--- src/logic/din_sampler_cfg.svh ---
// constants for the digital input port sampler
// assumes: included by bare name from the package and modules
//
// Behaviour
// RQ1 - pack sixteen inputs into one unsigned word
// RQ2 - each input also given as separate bit
// RQ3 - enabled port samples continuously at set rate
// RQ4 - sampling rates up to ten kilohertz
// RQ5 - whole port always captured, no bit enables
// RQ6 - any high within interval reported in sample; a high seen at only one clock edge is filtered out before the latch
// RQ7 - reduction mode emits only changed values
// RQ8 - bit one and indicator lit when high
// RQ9 - catch latch clears at capture, input one lsb
`ifndef DIN_SAMPLER_CFG_SVH
`define DIN_SAMPLER_CFG_SVH

// ==========================================================
// widths and timing
`define PORT_WIDTH 16
`define CLK_PERIOD_NS 50
`define MAX_RATE_HZ 10000
// shortest interval at the top rate: 100 us -> 2000 cycles
`define MIN_INTERVAL_NS (1000000000 / `MAX_RATE_HZ)
`define MIN_INTERVAL_CYC (`MIN_INTERVAL_NS / `CLK_PERIOD_NS)
`define DIV_WIDTH 24
`define DEFAULT_DIV 24'h0007d0
`define PORT_RESET 16'h0000

`endif

--- src/logic/din_sampler_pkg.sv ---
// types shared by the sampler modules
// assumes: cfg header on the include path
`include "din_sampler_cfg.svh"

package din_sampler_pkg;

  // ==========================================================
  // types
  typedef logic [`PORT_WIDTH-1:0] port_word_t;
  typedef logic [`DIV_WIDTH-1:0] div_t;

endpackage : din_sampler_pkg

--- src/logic/capture_if.sv ---
// carries interval tick and caught levels between sampler modules
// assumes: one clock domain
`timescale 1ns/10ps

interface capture_if;
  import din_sampler_pkg::*;
  logic tick;
  logic clear;
  port_word_t caught;
  modport timer (output tick, output clear, input caught);
  modport catcher (input tick, input clear, output caught);
endinterface : capture_if

--- src/logic/din_sampler.sv ---
// sixteen-bit digital input port sampler top
// assumes: div_i held stable while enabled; consumer always ready
`timescale 1ns/10ps
`include "din_sampler_cfg.svh"

module din_sampler
  import din_sampler_pkg::*;
#(
  parameter int WIDTH = `PORT_WIDTH,
  parameter int DIVW = `DIV_WIDTH,
  parameter int MIN_DIV = `MIN_INTERVAL_CYC
) (
  // clock and reset
  input wire logic core_clk_i,
  input wire logic reset_n_i,
  // comparator pins, input one on bit 0
  input wire logic [WIDTH-1:0] comp_i,
  // configuration
  input wire logic capture_en_i,
  input wire logic reduce_en_i,
  input wire logic [DIVW-1:0] div_i,
  // sample stream
  output logic sample_valid_o,
  output logic [WIDTH-1:0] input_port_word_o,
  output logic [WIDTH-1:0] input_bit_channels_o,
  output logic input_bit_first_o,
  output logic input_bit_last_o,
  // indicators
  output logic [WIDTH-1:0] led_green_o
);

  // ==========================================================
  // interval timer
  capture_if cap ();

  logic [DIVW-1:0] cnt_ff;
  logic [DIVW-1:0] period;
  logic [WIDTH-1:0] level;
  logic [WIDTH-1:0] port_ff;
  logic [WIDTH-1:0] last_ff;
  logic have_last_ff;
  logic valid_ff;
  logic nxt_emit;

  // faster than the top rate is clamped rather than refused [RQ4]
  assign period = (div_i < DIVW'(MIN_DIV)) ? DIVW'(MIN_DIV) : div_i;

  always_ff @(posedge core_clk_i or negedge reset_n_i) begin
    if (!reset_n_i) begin
      cnt_ff <= '0;
    end else if (!capture_en_i || cap.tick) begin
      cnt_ff <= '0;
    end else begin
      cnt_ff <= cnt_ff + DIVW'(1);
    end
  end

  // one tick per interval while enabled [RQ3] [RQ4]
  assign cap.tick = capture_en_i && (cnt_ff == period - DIVW'(1));
  // catch latches restart from the live level while off [RQ6]
  assign cap.clear = !capture_en_i;

  pulse_catcher #(
    .WIDTH(WIDTH)
  ) u_catcher (
    .core_clk_i(core_clk_i),
    .reset_n_i(reset_n_i),
    .comp_i(comp_i),
    .cap(cap),
    .level_o(level)
  );

  // ==========================================================
  // sample stream
  // reduction compares with the last emitted word, not last sampled [RQ7]
  assign nxt_emit = cap.tick && (!reduce_en_i || !have_last_ff || cap.caught != last_ff);

  // whole port taken as one word, no bit enables [RQ1] [RQ5]
  always_ff @(posedge core_clk_i or negedge reset_n_i) begin
    if (!reset_n_i) begin
      port_ff <= WIDTH'(`PORT_RESET);
      valid_ff <= 1'b0;
    end else begin
      valid_ff <= nxt_emit;
      if (nxt_emit) begin
        port_ff <= cap.caught;
      end
    end
  end

  always_ff @(posedge core_clk_i or negedge reset_n_i) begin
    if (!reset_n_i) begin
      last_ff <= WIDTH'(`PORT_RESET);
      have_last_ff <= 1'b0;
    end else if (!capture_en_i) begin
      have_last_ff <= 1'b0;
    end else if (nxt_emit) begin
      last_ff <= cap.caught;
      have_last_ff <= 1'b1;
    end
  end

  assign sample_valid_o = valid_ff;
  assign input_port_word_o = port_ff; // [RQ1]
  assign input_bit_channels_o = port_ff; // [RQ2]
  assign input_bit_first_o = port_ff[0]; // [RQ2] [RQ9]
  assign input_bit_last_o = port_ff[WIDTH-1]; // [RQ2]
  // indicator follows the live filtered level [RQ8]
  assign led_green_o = level;

endmodule : din_sampler

--- src/logic/pulse_catcher.sv ---
// per-bit synchroniser and high-level catch latch
// assumes: raw comparator outputs, asynchronous to core_clk_i
`timescale 1ns/10ps
`include "din_sampler_cfg.svh"

module pulse_catcher
  import din_sampler_pkg::*;
#(
  parameter int WIDTH = `PORT_WIDTH
) (
  // clock and reset
  input wire logic core_clk_i,
  input wire logic reset_n_i,
  // comparator pins
  input wire logic [WIDTH-1:0] comp_i,
  // capture link
  capture_if.catcher cap,
  // filtered levels for indicators
  output logic [WIDTH-1:0] level_o
);

  // ==========================================================
  // per-bit sync and latch
  genvar g;
  generate
    for (g = 0; g < WIDTH; g++) begin : g_bit
      logic s1_ff;
      logic s2_ff;
      logic s3_ff;
      logic lvl_ff;
      logic latch_ff;

      always_ff @(posedge core_clk_i or negedge reset_n_i) begin
        if (!reset_n_i) begin
          s1_ff <= 1'b0;
          s2_ff <= 1'b0;
          s3_ff <= 1'b0;
        end else begin
          s1_ff <= comp_i[g];
          s2_ff <= s1_ff;
          s3_ff <= s2_ff;
        end
      end

      // change accepted only when second and third stage agree
      always_ff @(posedge core_clk_i or negedge reset_n_i) begin
        if (!reset_n_i) begin
          lvl_ff <= 1'b0;
        end else if (s2_ff == s3_ff) begin
          lvl_ff <= s3_ff;
        end
      end

      // clear beats set but reloads the level: a high in the tick cycle lands in the next word only [RQ6] [RQ9]
      // while off the latch tracks the level, so old highs never reach a word [RQ6]
      always_ff @(posedge core_clk_i or negedge reset_n_i) begin
        if (!reset_n_i) begin
          latch_ff <= 1'b0;
        end else if (cap.clear || cap.tick) begin
          latch_ff <= lvl_ff;
        end else if (lvl_ff) begin
          latch_ff <= 1'b1;
        end
      end

      // latch alone, so a high held across a tick is reported in both words [RQ6] [RQ9]
      assign cap.caught[g] = latch_ff;
      assign level_o[g] = lvl_ff;
    end
  endgenerate

endmodule : pulse_catcher

--- config.mk ---
export PLATFORM = sky130hd
export DESIGN_NAME = din_sampler
export DESIGN_NICKNAME = d
export VERILOG_FILES = /design/src/logic/din_sampler_pkg.sv /design/src/logic/capture_if.sv /design/src/logic/din_sampler.sv /design/src/logic/pulse_catcher.sv
export VERILOG_INCLUDE_DIRS = /design/src /design/src/logic
export SDC_FILE = /design/constraint.sdc
export NUM_CORES = 1
export LEC_CHECK = 0
export ABC_AREA = 1
export CAP_MARGIN = 20
export CORE_MARGIN = 2
export CORE_UTILIZATION = 40
export CTS_CLUSTER_DIAMETER = 200
export DETAILED_ROUTE_END_ITERATION = 10
export DONT_BUFFER_PORTS = 1
export RECOVER_POWER = 100
export SYNTH_ARGS = -nofsm -noshare
export SYNTH_HDL_FRONTEND = slang
export SYNTH_SLANG_ARGS = --single-unit
--- constraint.sdc ---
create_clock -name core_clk_i -period 2.9 [get_ports core_clk_i]
set_input_delay 0.58 -clock core_clk_i [delete_from_list [all_inputs] [get_ports core_clk_i]]
set_output_delay 0.58 -clock core_clk_i [all_outputs]
set_load 0.01 [all_outputs]
; Word level (Yosys, flattened, before mapping)
; Cells that the tools add are included.
[totals]
ff_bits = 138
word_cells = 168
inputBits = 44
output_inout_bits = 51
[op_classes]
addsub = 2
reduce_logical = 25
mux = 36
order_cmp = 1
n_eq_ne = 19
[ops]
columns = operator, count
row1 = 24-bit 2-to-1 mux, 2
row2 = 1-bit 2-to-1 mux, 34
row3 = 2-bit nonzero test, 16
row4 = "24-bit by 1-bit adder with 24-bit output, second input constant", 1
row5 = 24-bit == test, 1
row6 = "24-bit by 11-bit less-than comparator with 1-bit output, second input constant", 1
row7 = "24-bit by 1-bit subtractor with 24-bit output, second input constant", 1
row8 = 1-bit == test, 16
row9 = 16-bit inequality test, 1
row10 = 1-bit zero test, 3
row11 = 1-bit logical OR, 3
row12 = 1-bit logical AND, 2
row13 = "2-bit by 1-bit inequality test with 1-bit output, second input constant", 1
row14 = 2-bit AND reduction, 1

; Longest topological paths before layout
; Gate-level depths: netlist (run 1).
[logic_depth]
ltp_word = 8
mapped_depth = 21
ltp_nobuf = 19

; Hierarchy
; From an unflattened synthesis (run 1), not the netlist that was laid out.
[hier_totals]
cells_unflattened = 803
hier_area_um2 = 6829.0
[by_module_without_submodules]
columns = mod, seq_area_each_um2, area_each_um2, cells_each, n_inst
row1 = din_sampler, 1451.4, 4181.5, 593, 1
row2 = pulse_catcher, 2001.9, 2647.5, 210, 1

; Worst setup path before layout (run 1)
; OpenSTA, ideal clock, no wires.
[synth_path]
path_kind = input to register
from = in div_i[21]
to = reg cnt_ff[13]
setup_slack_ns = -0.024
setup_ns = 0.122
path_stages = 19
required_time_ns = 2.778
arrival_ns = 2.802
path_buffers = 2
cell_sequence = nor2_1 nand2_1 nor2_4 nand3_4 buf_6 nand2_1 ha_1 nand2_2 nor2_1 nand2_1 nand3_1 nand3_1 nor2_1 nand3_1 nor2_8 nand2_4 nand2_8 buf_12 nor2_2
[synth_via]
elab_chain_len = 7
[synth_lines]
columns = element, line_no
row1 = from (decl), din_sampler.sv:21  ; input wire logic [DIVW-1:0] div_i,
row2 = 24-bit by 11-bit less-than comparator with 1-bit output, din_sampler.sv:46  ; assign period = (div_i < DIVW'(MIN_DIV)) ? DIVW'(MIN_DIV) : div_i;
row3 = 24-bit 2-to-1 mux (*), din_sampler.sv:46
row4 = 24-bit by 1-bit subtractor with 24-bit output (*), din_sampler.sv:59  ; assign cap.tick = capture_en_i && (cnt_ff == period - DIVW'(1));
row5 = 24-bit == test (*), din_sampler.sv:59
row6 = 1-bit logical AND (*), din_sampler.sv:59
row7 = 1-bit logical OR (*), din_sampler.sv:51  ; end else if (!capture_en_i || cap.tick) begin
row8 = 24-bit 2-to-1 mux (*), din_sampler.sv:51
row9 = to (signal assigned), din_sampler.sv:54  ; cnt_ff <= cnt_ff + DIVW'(1);
row10 = to (decl), din_sampler.sv:36  ; logic [DIVW-1:0] cnt_ff;
; Mark *: on every way between the ends. The rest lies on a longest branch, timed or not.
; A chain may end at the register's enable or synchronous reset.

; Worst setup path in the final report (run 1)
[layout_path]
from = in div_i[21]
to = reg port_ff[5], in the netlist input_bit_channels_o[5]
[layout_via]
elab_chain_len = 6
[layout_lines]
columns = element, line_no
row1 = 24-bit by 11-bit less-than comparator with 1-bit output, din_sampler.sv:46
row2 = 24-bit 2-to-1 mux (*), din_sampler.sv:46
row3 = 24-bit by 1-bit subtractor with 24-bit output (*), din_sampler.sv:59
row4 = 24-bit == test (*), din_sampler.sv:59
row5 = 1-bit logical AND (*), din_sampler.sv:59
row6 = 1-bit logical AND (*), din_sampler.sv:76  ; assign nxt_emit = cap.tick && (!reduce_en_i || !have_last_ff || cap.caught != last_ff);
row7 = to (signal assigned), din_sampler.sv:81  ; port_ff <= WIDTH'(`PORT_RESET);
row8 = to (signal assigned), din_sampler.sv:86  ; port_ff <= cap.caught;
row9 = to (decl), din_sampler.sv:39  ; logic [WIDTH-1:0] port_ff;
; Marked as above.

==> results of run 1 <==
==> registers in the layout, summed over array words and instances, names as in the netlist <==
| signal | count |
|---|---|
| u_catcher.g_bit.latch_ff | 16 |
| u_catcher.g_bit.s1_ff | 16 |
| u_catcher.g_bit.s3_ff | 16 |
| u_catcher.g_bit.s2_ff | 16 |
| cnt_ff | 24 |
| last_ff | 16 |
| sample_valid_o | 1 |
| input_bit_channels_o | 16 |
| u_catcher.g_bit.lvl_ff | 16 |
| have_last_ff | 1 |
==> cell usage in the layout, fill, tap and decap left out, drive strengths merged, types with 4 or more instances in the layout <==
master | netlist | final
nand3b | 4 | 4
o21ai | 10 | 10
xor2 | 29 | 29
nand3 | 60 | 60
clkbuf | 2 | 18
dfrtp | 138 | 138
nand4 | 28 | 28
xnor2 | 14 | 14
clkinv | 1 | 5
nand2 | 193 | 193
nor2 | 79 | 79
buf | 46 | 19
inv | 75 | 83
maj3 | 16 | 16
nor3 | 6 | 6
==> power by group through the flow <==
stage,Combinational (mW),Clock [mW],Sequential (mW)
after floorplan,0.227,0,2.09
after global placement,0.206,0,2.13
after detailed placement,0.212,0,2.14
after CTS,0.213,2.08,2.10
after global routing,0.237,2.18,2.11
final,0.208,2.02,2.10
==> final timing paths <==
path	slack [ns]	cells past startpoint	endpoint
worst min register to register	0.34	0	u_catcher.g_bit[5].s2_ff$_DFF_PN0_
worst min-delay path	-0.14	0	cnt_ff[23]$_DFF_PN0_
max in group asynchronous	2.63	0	u_catcher.g_bit[1].s3_ff$_DFF_PN0_
min in group core_clk_i	0.18	0	u_catcher.g_bit[10].s1_ff$_DFF_PN0_
worst max-delay path	0.29	18	input_bit_channels_o[5]$_DFFE_PN0P_
worst max register to register	0.34	13	cnt_ff[23]$_DFF_PN0_
==> worst register-to-register path, stage by stage, from the launching register on <==
cell	delay, ns
dfrtp_1	0.46
nand3_1	0.15
nor2_1	0.11
nand2_1	0.08
nor2_1	0.16
nand3_1	0.16
nor2_1	0.24
nand4_1	0.25
nor3_2	0.23
nand2_1	0.08
nor2_1	0.16
nand3_1	0.12
xor2_1	0.16
nor2_1	0.11
==> logic make-up after synthesis <==
| kind of cell | Yosys count | share of synthesized area [%] |
|---|---|---|
| buf+inv | 124 | 10.1 |
| xor+xnor | 43 | 5.62 |
| flops | 138 | 51.5 |
| fa+ha+maj | 18 | 2.76 |
| compound gates | 23 | 2.48 |
| simple gates | 373 | 27.6 |
==> layer usage <==
metal  track usage [%]  vias up  share of wire (%)
met1              21.5     2167                 45
met5                 0        -                  0
met4              5.08        0                1.1
met2              24.5      124                 46
li1                  -     2241                  -
met3              6.32       16                8.1
==> stage by stage <==
stage / power, mW / utilization (%) / setup TNS [ns] / worst slack [ns]
final: 4.33 / 44.0 / 0 / 0.290
after global routing: 4.52 / 44.0 / 0 / 0.00870
after CTS: 4.39 / 44.4 / 0 / 0.147
after detailed placement: 2.35 / 41.1 / -5.79 / -0.107
after global placement: 2.34 / 41.1 / -0.961 / -0.0538
after floorplan: 2.32 / - / 0 / 0.0147
==> timing repair <==
action	CTS	global route
setup buffers	0	0
endpoints found under the setup margin	0	2
endpoints found under the hold margin	138	138
gates resized for setup	0	5
==> cell type report <==
class / count / area [um2] / share of cell area [%]
clock buffer: 18 / 429 / 5.93
timing repair buffer: 19 / 150 / 2.07
clock inverter: 14 / 128 / 1.76
sequential: 138 / 3450 / 47.7
inverter: 76 / 285 / 3.94
multi-input combinational: 457 / 2520 / 34.8
tap: 220 / 275 / 3.80
==> impl_results.md, run 1 <==
* Post-synthesis sequential area ratio at 51.5%
* Logic pwr share at 4.8%
* Die height at 133 um
* Post-DP HPWL at 9960 um
* Final Max Tran Viols at 0
* Most common cell in the synthesized netlist: nand2_1
* Clock share of power at 46.8%
* Slew headroom at 66.4%
* WP data arrival at 2.91 ns
* DR DRC count at 0
* Overall via count from detail_route at 4548
* Worst vdd ir at 0.434 mV
* Post-synth EDFFs at 0
* Avg Inst Size Synth at 9.32 um2
* CTS root buf: clkbuf_16
* Area share of the leading cell type in the synthesized netlist at 51.5%
* Clock slew at reported path FFs at 0.06 ns
* Share of layout cells above drive strength 1 at 13.0%
* Post-synthesis cell count at 719
* ANT cells at 0
* CP most frequent cell: nand2_1
* Syn nets at 765
* Core area at 16500 um2
* IO Port Bufs at 0
* Finished Layout Cells at 942
* Critical Path Fanout Max at 34
* Yosys top cell by area: dfrtp_1
* I/O Pins at 95
* Global route total overflow at 0
* RSZ-0062 raised after global routing: false
* Fmax at 383 MHz
* Number of buffers created by CTS at 17
* Number of global-route vias before repair at 4555
* Failing checks: hold timing
* NumNets Final at 755
* P per Cell Area at 598 nW/um2
* Fill cells at 1602
* CP max stage delay at 0.22 ns
* Top FF cell, synth: dfrtp_1
* Startpoint types: input port
* Full die area at 17800 um2
* Reg-to-Reg Start: cnt_ff[2]$_DFF_PN0_
* First-pass GRT wire length at 22900 um
* Worst EP required at 3.20 ns
* WL/cell at 14.3 um
* Setup CP Type: input port to flop
* Final Cell Area at 7240 um2
* Crit path capture type: flop
* Worst Skew at 0.00875 ns
* Placed cell count at 910
* Placed standard-cell area at 6760 um2
* GRT Total Usage at 16.2%
* # setup viols final at 0
* Gpl congestion at 0.913
* H-tree levels at 4
* Clock Sinks at 138
* Worst path bufs/invs at 1
* TritonCTS clock tree: yes
* Initial DRC Count at 298
* Distinct cell type count after synthesis at 42
* Row cnt at 47
* Starting Density at 40.7%
* Largest cells by area after synthesis: dfrtp_1, nand2_1, inv_1, buf_4, xor2_1
* Min Hold Slack at -0.137 ns
* CP startpoint: div_i[21]
* Family with the most delay on the worst path: simple AND/OR/NAND/NOR gates
* Die width at 133 um
* Slowest CP cell: ha_1
* Switch Pwr at 1.10 mW
* Sw Ratio at 25.4%
* Post-synth ARST share at 100%
* Final ANT Viol Nets at 0
* Max Cap Viol at 0
* Routed wire length at 13400 um
* Post-Synthesis Cell Area at 6700 um2
* Seq pwr share at 48.4%
* Worst skew pair latency at 0.42 ns
* Critical-path cell list: nor2_1, nand2_1, nor2_4, nand3_4, nand2_1, ha_1, nand2_2, nor2_1, nand2_1, nand3_1, nand3_1, nor2_1, nand3_1, nor2_8, nand3_4, buf_6, nand2_1, nand2_1
* Synth cell count leaders: nand2_1, dfrtp_1, inv_1
* Area growth syn-to-layout at 8.03%
* Final min period at 2.61 ns
* Seq cells post-synth at 138
* First-pass DRT Iterations at 5
* Fin crit share at 90.0%
* Via density at 4.83
* Status: complete, but fails checks
* Int Pwr at 3.23 mW
* YS warnings at 0
* Largest net degree at the start of global routing at 139
* Initial antenna violation count at 0
* Clock tree buffer depth at 2
* Leak at 3.53 nW
* Hold Path Class: input port to async pin
* Slew @ Worst Pin at 0.504 ns
* Hold Vio Cnt, Final at 138
Note: power is estimated with default switching activity, not from simulation.
==> run 2: changes to the inputs <==
Settings changed: CAP_MARGIN 20 to 10, CTS_BUF_LIST from default to sky130_fd_sc_hd__clkbuf_4 sky130_fd_sc_hd__clkbuf_8 sky130_fd_sc_hd__clkbuf_16, SLEW_MARGIN from default to 20.
==> impl_results.md, run 2 (synthesis gave the netlist of run 1 again) <==
* Logic pwr share at 4.8% (about the same)
* WL/cell at 14.2 um (was 14.3 um)
* First-pass GRT wire length at 22900 um (about the same)
* Die width at 133 um (unchanged)
* Leak at 3.53 nW (about the same)
* Crit path capture type: flop (unchanged)
* Worst setup margin at 0.276 ns (was 0.290 ns)
* Commonest non-fill, non-tap cell in the layout: nand2_1 (unchanged)
* Max Cap Viol at 0 (unchanged)
* CTS root buf: clkbuf_16 (unchanged)
* Critical Path Fanout Max at 34 (unchanged)
* Number of buffers created by CTS at 17 (unchanged)
* Hold Vio Cnt, Final at 138 (unchanged)
* R2r setup slk at 0.35 ns (was 0.34 ns)
* Row cnt at 47 (unchanged)
* Via density at 4.83 (about the same)
* Min Hold Slack at -0.135 ns (was -0.137 ns)
* Gpl congestion at 0.913 (unchanged)
* # setup viols final at 0 (unchanged)
* Overall via count from detail_route at 4553 (was 4548)
* Startpoint types: input port (unchanged)
* P per Cell Area at 598 nW/um2 (about the same)
* RSZ-0062 raised after global routing: false (unchanged)
* Switch Pwr at 1.09 mW (was 1.10 mW)
* Register area at 3450 um2 (unchanged)
* Commonest cells after routing, fill and taps aside: nand2_1, dfrtp_1, inv_1, nor2_1, nand3_1 (unchanged)
* Setup CP Type: input port to flop (unchanged)
* H-tree levels at 4 (unchanged)
* Clock slew at reported path FFs at 0.06 ns (about the same)
* Final ANT Viol Nets at 0 (unchanged)
* IO Port Bufs at 0 (unchanged)
* Full die area at 17800 um2 (unchanged)
* Placed standard-cell area at 6760 um2 (unchanged)
* Post-DP HPWL at 9960 um (unchanged)
* Starting Density at 40.7% (unchanged)
* Core area at 16500 um2 (unchanged)
* Multi-input gate area in the final layout at 2520 um2 (unchanged)
* Worst vdd ir at 0.434 mV (about the same)
* Sw Ratio at 25.2% (was 25.4%)
* WP data arrival at 2.92 ns (was 2.91 ns)
* Area growth syn-to-layout at 8.08% (was 8.03%)
* First-pass DRT Iterations at 4 (was 5)
* Global route total overflow at 0 (unchanged)
* Final Max Tran Viols at 0 (unchanged)
* Fin crit share at 90.5% (was 90.0%)
* Clock Sinks at 138 (unchanged)
* Slew @ Worst Pin at 0.507 ns (was 0.504 ns)
* Final min period at 2.62 ns (was 2.61 ns)
* Die height at 133 um (unchanged)
* Placement Setup Slack at -0.107 ns (unchanged)
* TritonCTS clock tree: yes (unchanged)
* ANT cells at 0 (unchanged)
* DR DRC count at 0 (unchanged)
* Worst Skew at 0.00761 ns (was 0.00875 ns)
* I/O Pins at 95 (unchanged)
* Fmax at 381 MHz (was 383 MHz)
* # Post-CTS Setup Buffers at 0 (unchanged)
* Largest net degree at the start of global routing at 139 (unchanged)
* Number of global-route vias before repair at 4554 (was 4555)
* Initial antenna violation count at 0 (unchanged)
* Failing checks: hold timing (unchanged)
* Clock share of power at 46.8% (about the same)
* Worst skew pair latency at 0.42 ns (about the same)
* Int Pwr at 3.24 mW (was 3.23 mW)
* Biggest register: cnt_ff (unchanged)
* Share of layout cells above drive strength 1 at 13.2% (was 13.0%)
* Hold Path Class: input port to async pin (unchanged)
* Final Cell Area at 7250 um2 (was 7240 um2)
* Clock tree buffer depth at 2 (unchanged)
* NumNets Final at 755 (unchanged)
* Slew headroom at 66.2% (was 66.4%)
* Worst EP required at 3.20 ns (about the same)
* Initial DRC Count at 251 (was 298)
* Fill cells at 1602 (unchanged)
* Number of flip-flops in the largest register at 24 (unchanged)
* GRT Total Usage at 16.2% (about the same)
* Routed wire length at 13400 um (about the same)
* Seq pwr share at 48.4% (about the same)
* Status: complete, but fails checks (unchanged)
-- run 2: worst max-delay path: stages --
cell and delay, ns:
nor2_1 0.14, nand2_1 0.11, nor2_4 0.17, nand3_4 0.11, nand2_1 0.10, ha_1 0.22, nand2_2 0.13, nor2_1 0.20
nand2_1 0.10, nand3_1 0.09, nand3_1 0.07, nor2_1 0.13, nand3_1 0.17, nor2_8 0.18, nand3_4 0.07, buf_6 0.20
nand2_1 0.09, nand2_1 0.06
-- run 2: final timing paths --
| kind | start | to | depth (start not counted) |
|---|---|---|---|
| max | div_i[21] | input_bit_channels_o[5]$_DFFE_PN0P_ | 18 |
| min | reset_n_i | cnt_ff[23]$_DFF_PN0_ | 0 |
| max reg2reg | cnt_ff[2]$_DFF_PN0_ | cnt_ff[23]$_DFF_PN0_ | 13 |
| min reg2reg | u_catcher.g_bit[5].s1_ff$_DFF_PN0_ | u_catcher.g_bit[5].s2_ff$_DFF_PN0_ | 0 |
| max in group asynchronous | reset_n_i | u_catcher.g_bit[1].s3_ff$_DFF_PN0_ | 0 |
| min in group core_clk_i | comp_i[10] | u_catcher.g_bit[10].s1_ff$_DFF_PN0_ | 0 |
-- run 2: layer usage --
metal	vias to the layer above	track usage (%)	routed length, um
met5	-	0	0
met4	0	5.08	161
met3	18	6.32	1010
met2	123	24.5	6180
met1	2175	21.5	6070
li1	2237	-	-
-- run 2: cell type report --
| class | instances | area share (%) |
|---|---|---|
| Sequential cell | 138 | 47.7 |
| Multi-Input combinational cell | 457 | 34.8 |
| Clock buffer | 18 | 5.97 |
| Inverter | 76 | 3.94 |
| Tap cell | 220 | 3.80 |
| Timing Repair Buffer | 19 | 2.07 |
| Clock inverter | 14 | 1.76 |
-- run 2: power groups by stage --
stage          Combinational, mW  Sequential, mW  Clock, mW
6_report                   0.207            2.10       2.03
5_1_grt                    0.237            2.11       2.18
4_1_cts                    0.213            2.10       2.09
3_5_place_dp               0.212            2.14          0
3_3_place_gp               0.206            2.13          0
2_1_floorplan              0.227            2.09          0
-- run 2: what timing repair did --
action,in CTS,in global routing
gates resized for setup,0,5
endpoints found under the hold margin,138,138
setup endpoints to repair,0,2
-- run 2: through the flow --
stage / util [%] / TNS (ns) / instances / total power [mW] / hold slack [ns]
5_1_grt: 44.0 / 0 / 942 / 4.53 / -0.167
3_5_place_dp: 41.1 / -5.79 / 910 / 2.35 / 0.292
6_report: 44.0 / 0 / 942 / 4.33 / -0.135
3_3_place_gp: 41.1 / -0.961 / 910 / 2.34 / 0.289
2_1_floorplan: - / 0 / 719 / 2.32 / 0.284
4_1_cts: 44.5 / 0 / 942 / 4.40 / -0.160
==> run 3: changes to the inputs <==
Settings changed: MAX_ROUTING_LAYER from default to met4.
==> impl_results.md, run 3 (synthesis gave the netlist of run 1 again) <==
* Status: complete, but fails checks (unchanged)
* Failing checks: hold timing (unchanged)
* Critical Path Fanout Max at 5 (was 34)
* Total power at 4.46 mW (was 4.33 mW)
* Final min period at 2.59 ns (was 2.62 ns)
* Number of global-route vias before repair at 4557 (was 4554)
* Global route total overflow at 0 (unchanged)
* Fin crit share at 89.5% (was 90.5%)
* Worst vdd ir at 0.438 mV (was 0.434 mV)
* Routed wire length at 13300 um (was 13400 um)
* Slowest CP cell: dfrtp_1 (was ha_1)
* IO Port Bufs at 0 (unchanged)
* Biggest register: cnt_ff (unchanged)
* Share of layout cells above drive strength 1 at 13.6% (was 13.2%)
* # Post-CTS Setup Buffers at 0 (unchanged)
* Clock tree buffer depth at 2 (unchanged)
* R2r setup slk at 0.31 ns (was 0.35 ns)
* Commonest non-fill, non-tap cell in the layout: nand2_1 (unchanged)
* Slew @ Worst Pin at 0.490 ns (was 0.507 ns)
* Die width at 133 um (unchanged)
* TritonCTS clock tree: yes (unchanged)
* Worst skew pair latency at 0.42 ns (about the same)
* ANT cells at 0 (unchanged)
* Clock slew at reported path FFs at 0.06 ns (about the same)
* Initial antenna violation count at 0 (unchanged)
* Initial DRC Count at 303 (was 251)
* Fmax at 385 MHz (was 381 MHz)
* Starting Density at 40.7% (unchanged)
* Worst EP required at 3.25 ns (was 3.20 ns)
* Min Hold Slack at -0.135 ns (about the same)
* Register area at 3450 um2 (unchanged)
* Row cnt at 47 (unchanged)
* Commonest cells after routing, fill and taps aside: nand2_1, dfrtp_1, inv_1, nor2_1, nand3_1 (unchanged)
* Gpl congestion at 0.921 (was 0.913)
* CTS root buf: clkbuf_16 (unchanged)
* Post-DP HPWL at 10000 um (was 9960 um)
* WP data arrival at 2.95 ns (was 2.92 ns)
* Full die area at 17800 um2 (unchanged)
* Max Cap Viol at 0 (unchanged)
* Die height at 133 um (unchanged)
* Via density at 4.85 (was 4.83)
* Core area at 16500 um2 (unchanged)
* Setup CP Type: flop to flop (was input port to flop)
* Final Max Tran Viols at 0 (unchanged)
* Clock Sinks at 138 (unchanged)
* Number of flip-flops in the largest register at 24 (unchanged)
* Startpoint types: flop (was input port)
* Worst Skew at 0.00907 ns (was 0.00761 ns)
* Hold Vio Cnt, Final at 138 (unchanged)
* WL/cell at 14.1 um (was 14.2 um)
* Multi-input gate area in the final layout at 2530 um2 (was 2520 um2)
* Slew headroom at 67.3% (was 66.2%)
* First-pass DRT Iterations at 4 (unchanged)
* Crit path capture type: flop (unchanged)
* # setup viols final at 0 (unchanged)
* Final core occ at 44.5% (was 44.0%)
* Largest net degree at the start of global routing at 139 (unchanged)
* Area growth syn-to-layout at 9.41% (was 8.08%)
* DR DRC count at 0 (unchanged)
* Overall via count from detail_route at 4569 (was 4553)
* Fill cells at 1612 (was 1602)
* CP max stage delay at 0.43 ns (was 0.22 ns)
* I/O Pins at 95 (unchanged)
* Placed standard-cell area at 6780 um2 (was 6760 um2)
* Critical-path cell list: ha_1, nand4_1, nor2_2, nand3_1, nor2_2, nand3_1, nor2_1, nand3_1, nor2_2, nand3_1, nor2_1, nand2_1, xnor2_1, inv_1, nor2_2 (was nor2_1, nand2_1, nor2_4, nand3_4, nand2_1, ha_1, nand2_2, nor2_1, nand2_1, nand3_1, nand3_1, nor2_1, nand3_1, nor2_8, nand3_4, buf_6, nand2_1, nand2_1)
* First-pass GRT wire length at 22600 um (was 22900 um)
* H-tree levels at 4 (unchanged)
* Final Cell Area at 7330 um2 (was 7250 um2)
* NumNets Final at 756 (was 755)
* P per Cell Area at 608 nW/um2 (was 598 nW/um2)
* Number of buffers created by CTS at 17 (unchanged)
* Hold Path Class: input port to async pin (unchanged)
* Leak at 3.57 nW (was 3.53 nW)
* Final ANT Viol Nets at 0 (unchanged)
* Setup TNS at 0 ns (unchanged)
* GRT Total Usage at 16.4% (was 16.2%)
run 3: per-stage QoR:
stage / hold slack (ns) / std cells / worst slack, ns
after CTS: -0.166 / 943 / 0.130
final: -0.135 / 943 / 0.305
after global routing: -0.155 / 943 / -0.0112
after detailed placement: 0.289 / 911 / -0.125
after global placement: 0.290 / 911 / -0.0324
after floorplan: 0.284 / 719 / 0.0147
run 3: area by class of cell:
cell class              count  share of cell area (%)
clock buffers              17                    5.80
well taps                 220                    3.75
clock inverters            15                    2.61
multi-input cells         457                    34.5
flip-flops and latches    138                    47.1
repair buffers             20                    2.32
inverters                  76                    3.89
run 3: per-layer routing:
metal / up-vias / GRT usage, % / share of wire, %
met5: - / - / 0
met4: 0 / 6.38 / 2.1
met3: 25 / 5.33 / 6.5
met2: 116 / 23.2 / 45
met1: 2184 / 21.9 / 46
li1: 2244 / - / -
run 3: power by group:
group / leakage, nW / switching (mW) / internal [mW] / total (mW)
combinational: 1.54 / 0.115 / 0.0971 / 0.212
clock: 0.300 / 0.972 / 1.18 / 2.15
sequential: 1.73 / 0.0871 / 2.01 / 2.10
total: 3.57 / 1.17 / 3.28 / 4.46
run 3: path summary, 6_finish.rpt:
kind | startpoint | cells past startpoint | endpoint
setup reg to reg | cnt_ff[0]$_DFF_PN0_ | 15 | cnt_ff[22]$_DFF_PN0_
max in group asynchronous | reset_n_i | 0 | input_bit_channels_o[4]$_DFFE_PN0P_
setup / recovery | cnt_ff[0]$_DFF_PN0_ | 15 | cnt_ff[22]$_DFF_PN0_
hold / removal | reset_n_i | 0 | u_catcher.g_bit[0].s2_ff$_DFF_PN0_
hold reg to reg | u_catcher.g_bit[8].s1_ff$_DFF_PN0_ | 0 | u_catcher.g_bit[8].s2_ff$_DFF_PN0_
min in group core_clk_i | comp_i[12] | 0 | u_catcher.g_bit[12].s1_ff$_DFF_PN0_
run 3: timing repair:
action                     in CTS  in global routing
hold endpoints to repair      138                138
gates resized for setup         0                  4
setup endpoints to repair       0                  2
run 3: critical path: cells and delay by family (launching register included):
kind / cells / cell delay (ns)
xor+xnor: 1 / 0.16
simple gates: 12 / 1.65
buf+inv: 1 / 0.07
flops: 1 / 0.43
fa+ha+maj: 1 / 0.23
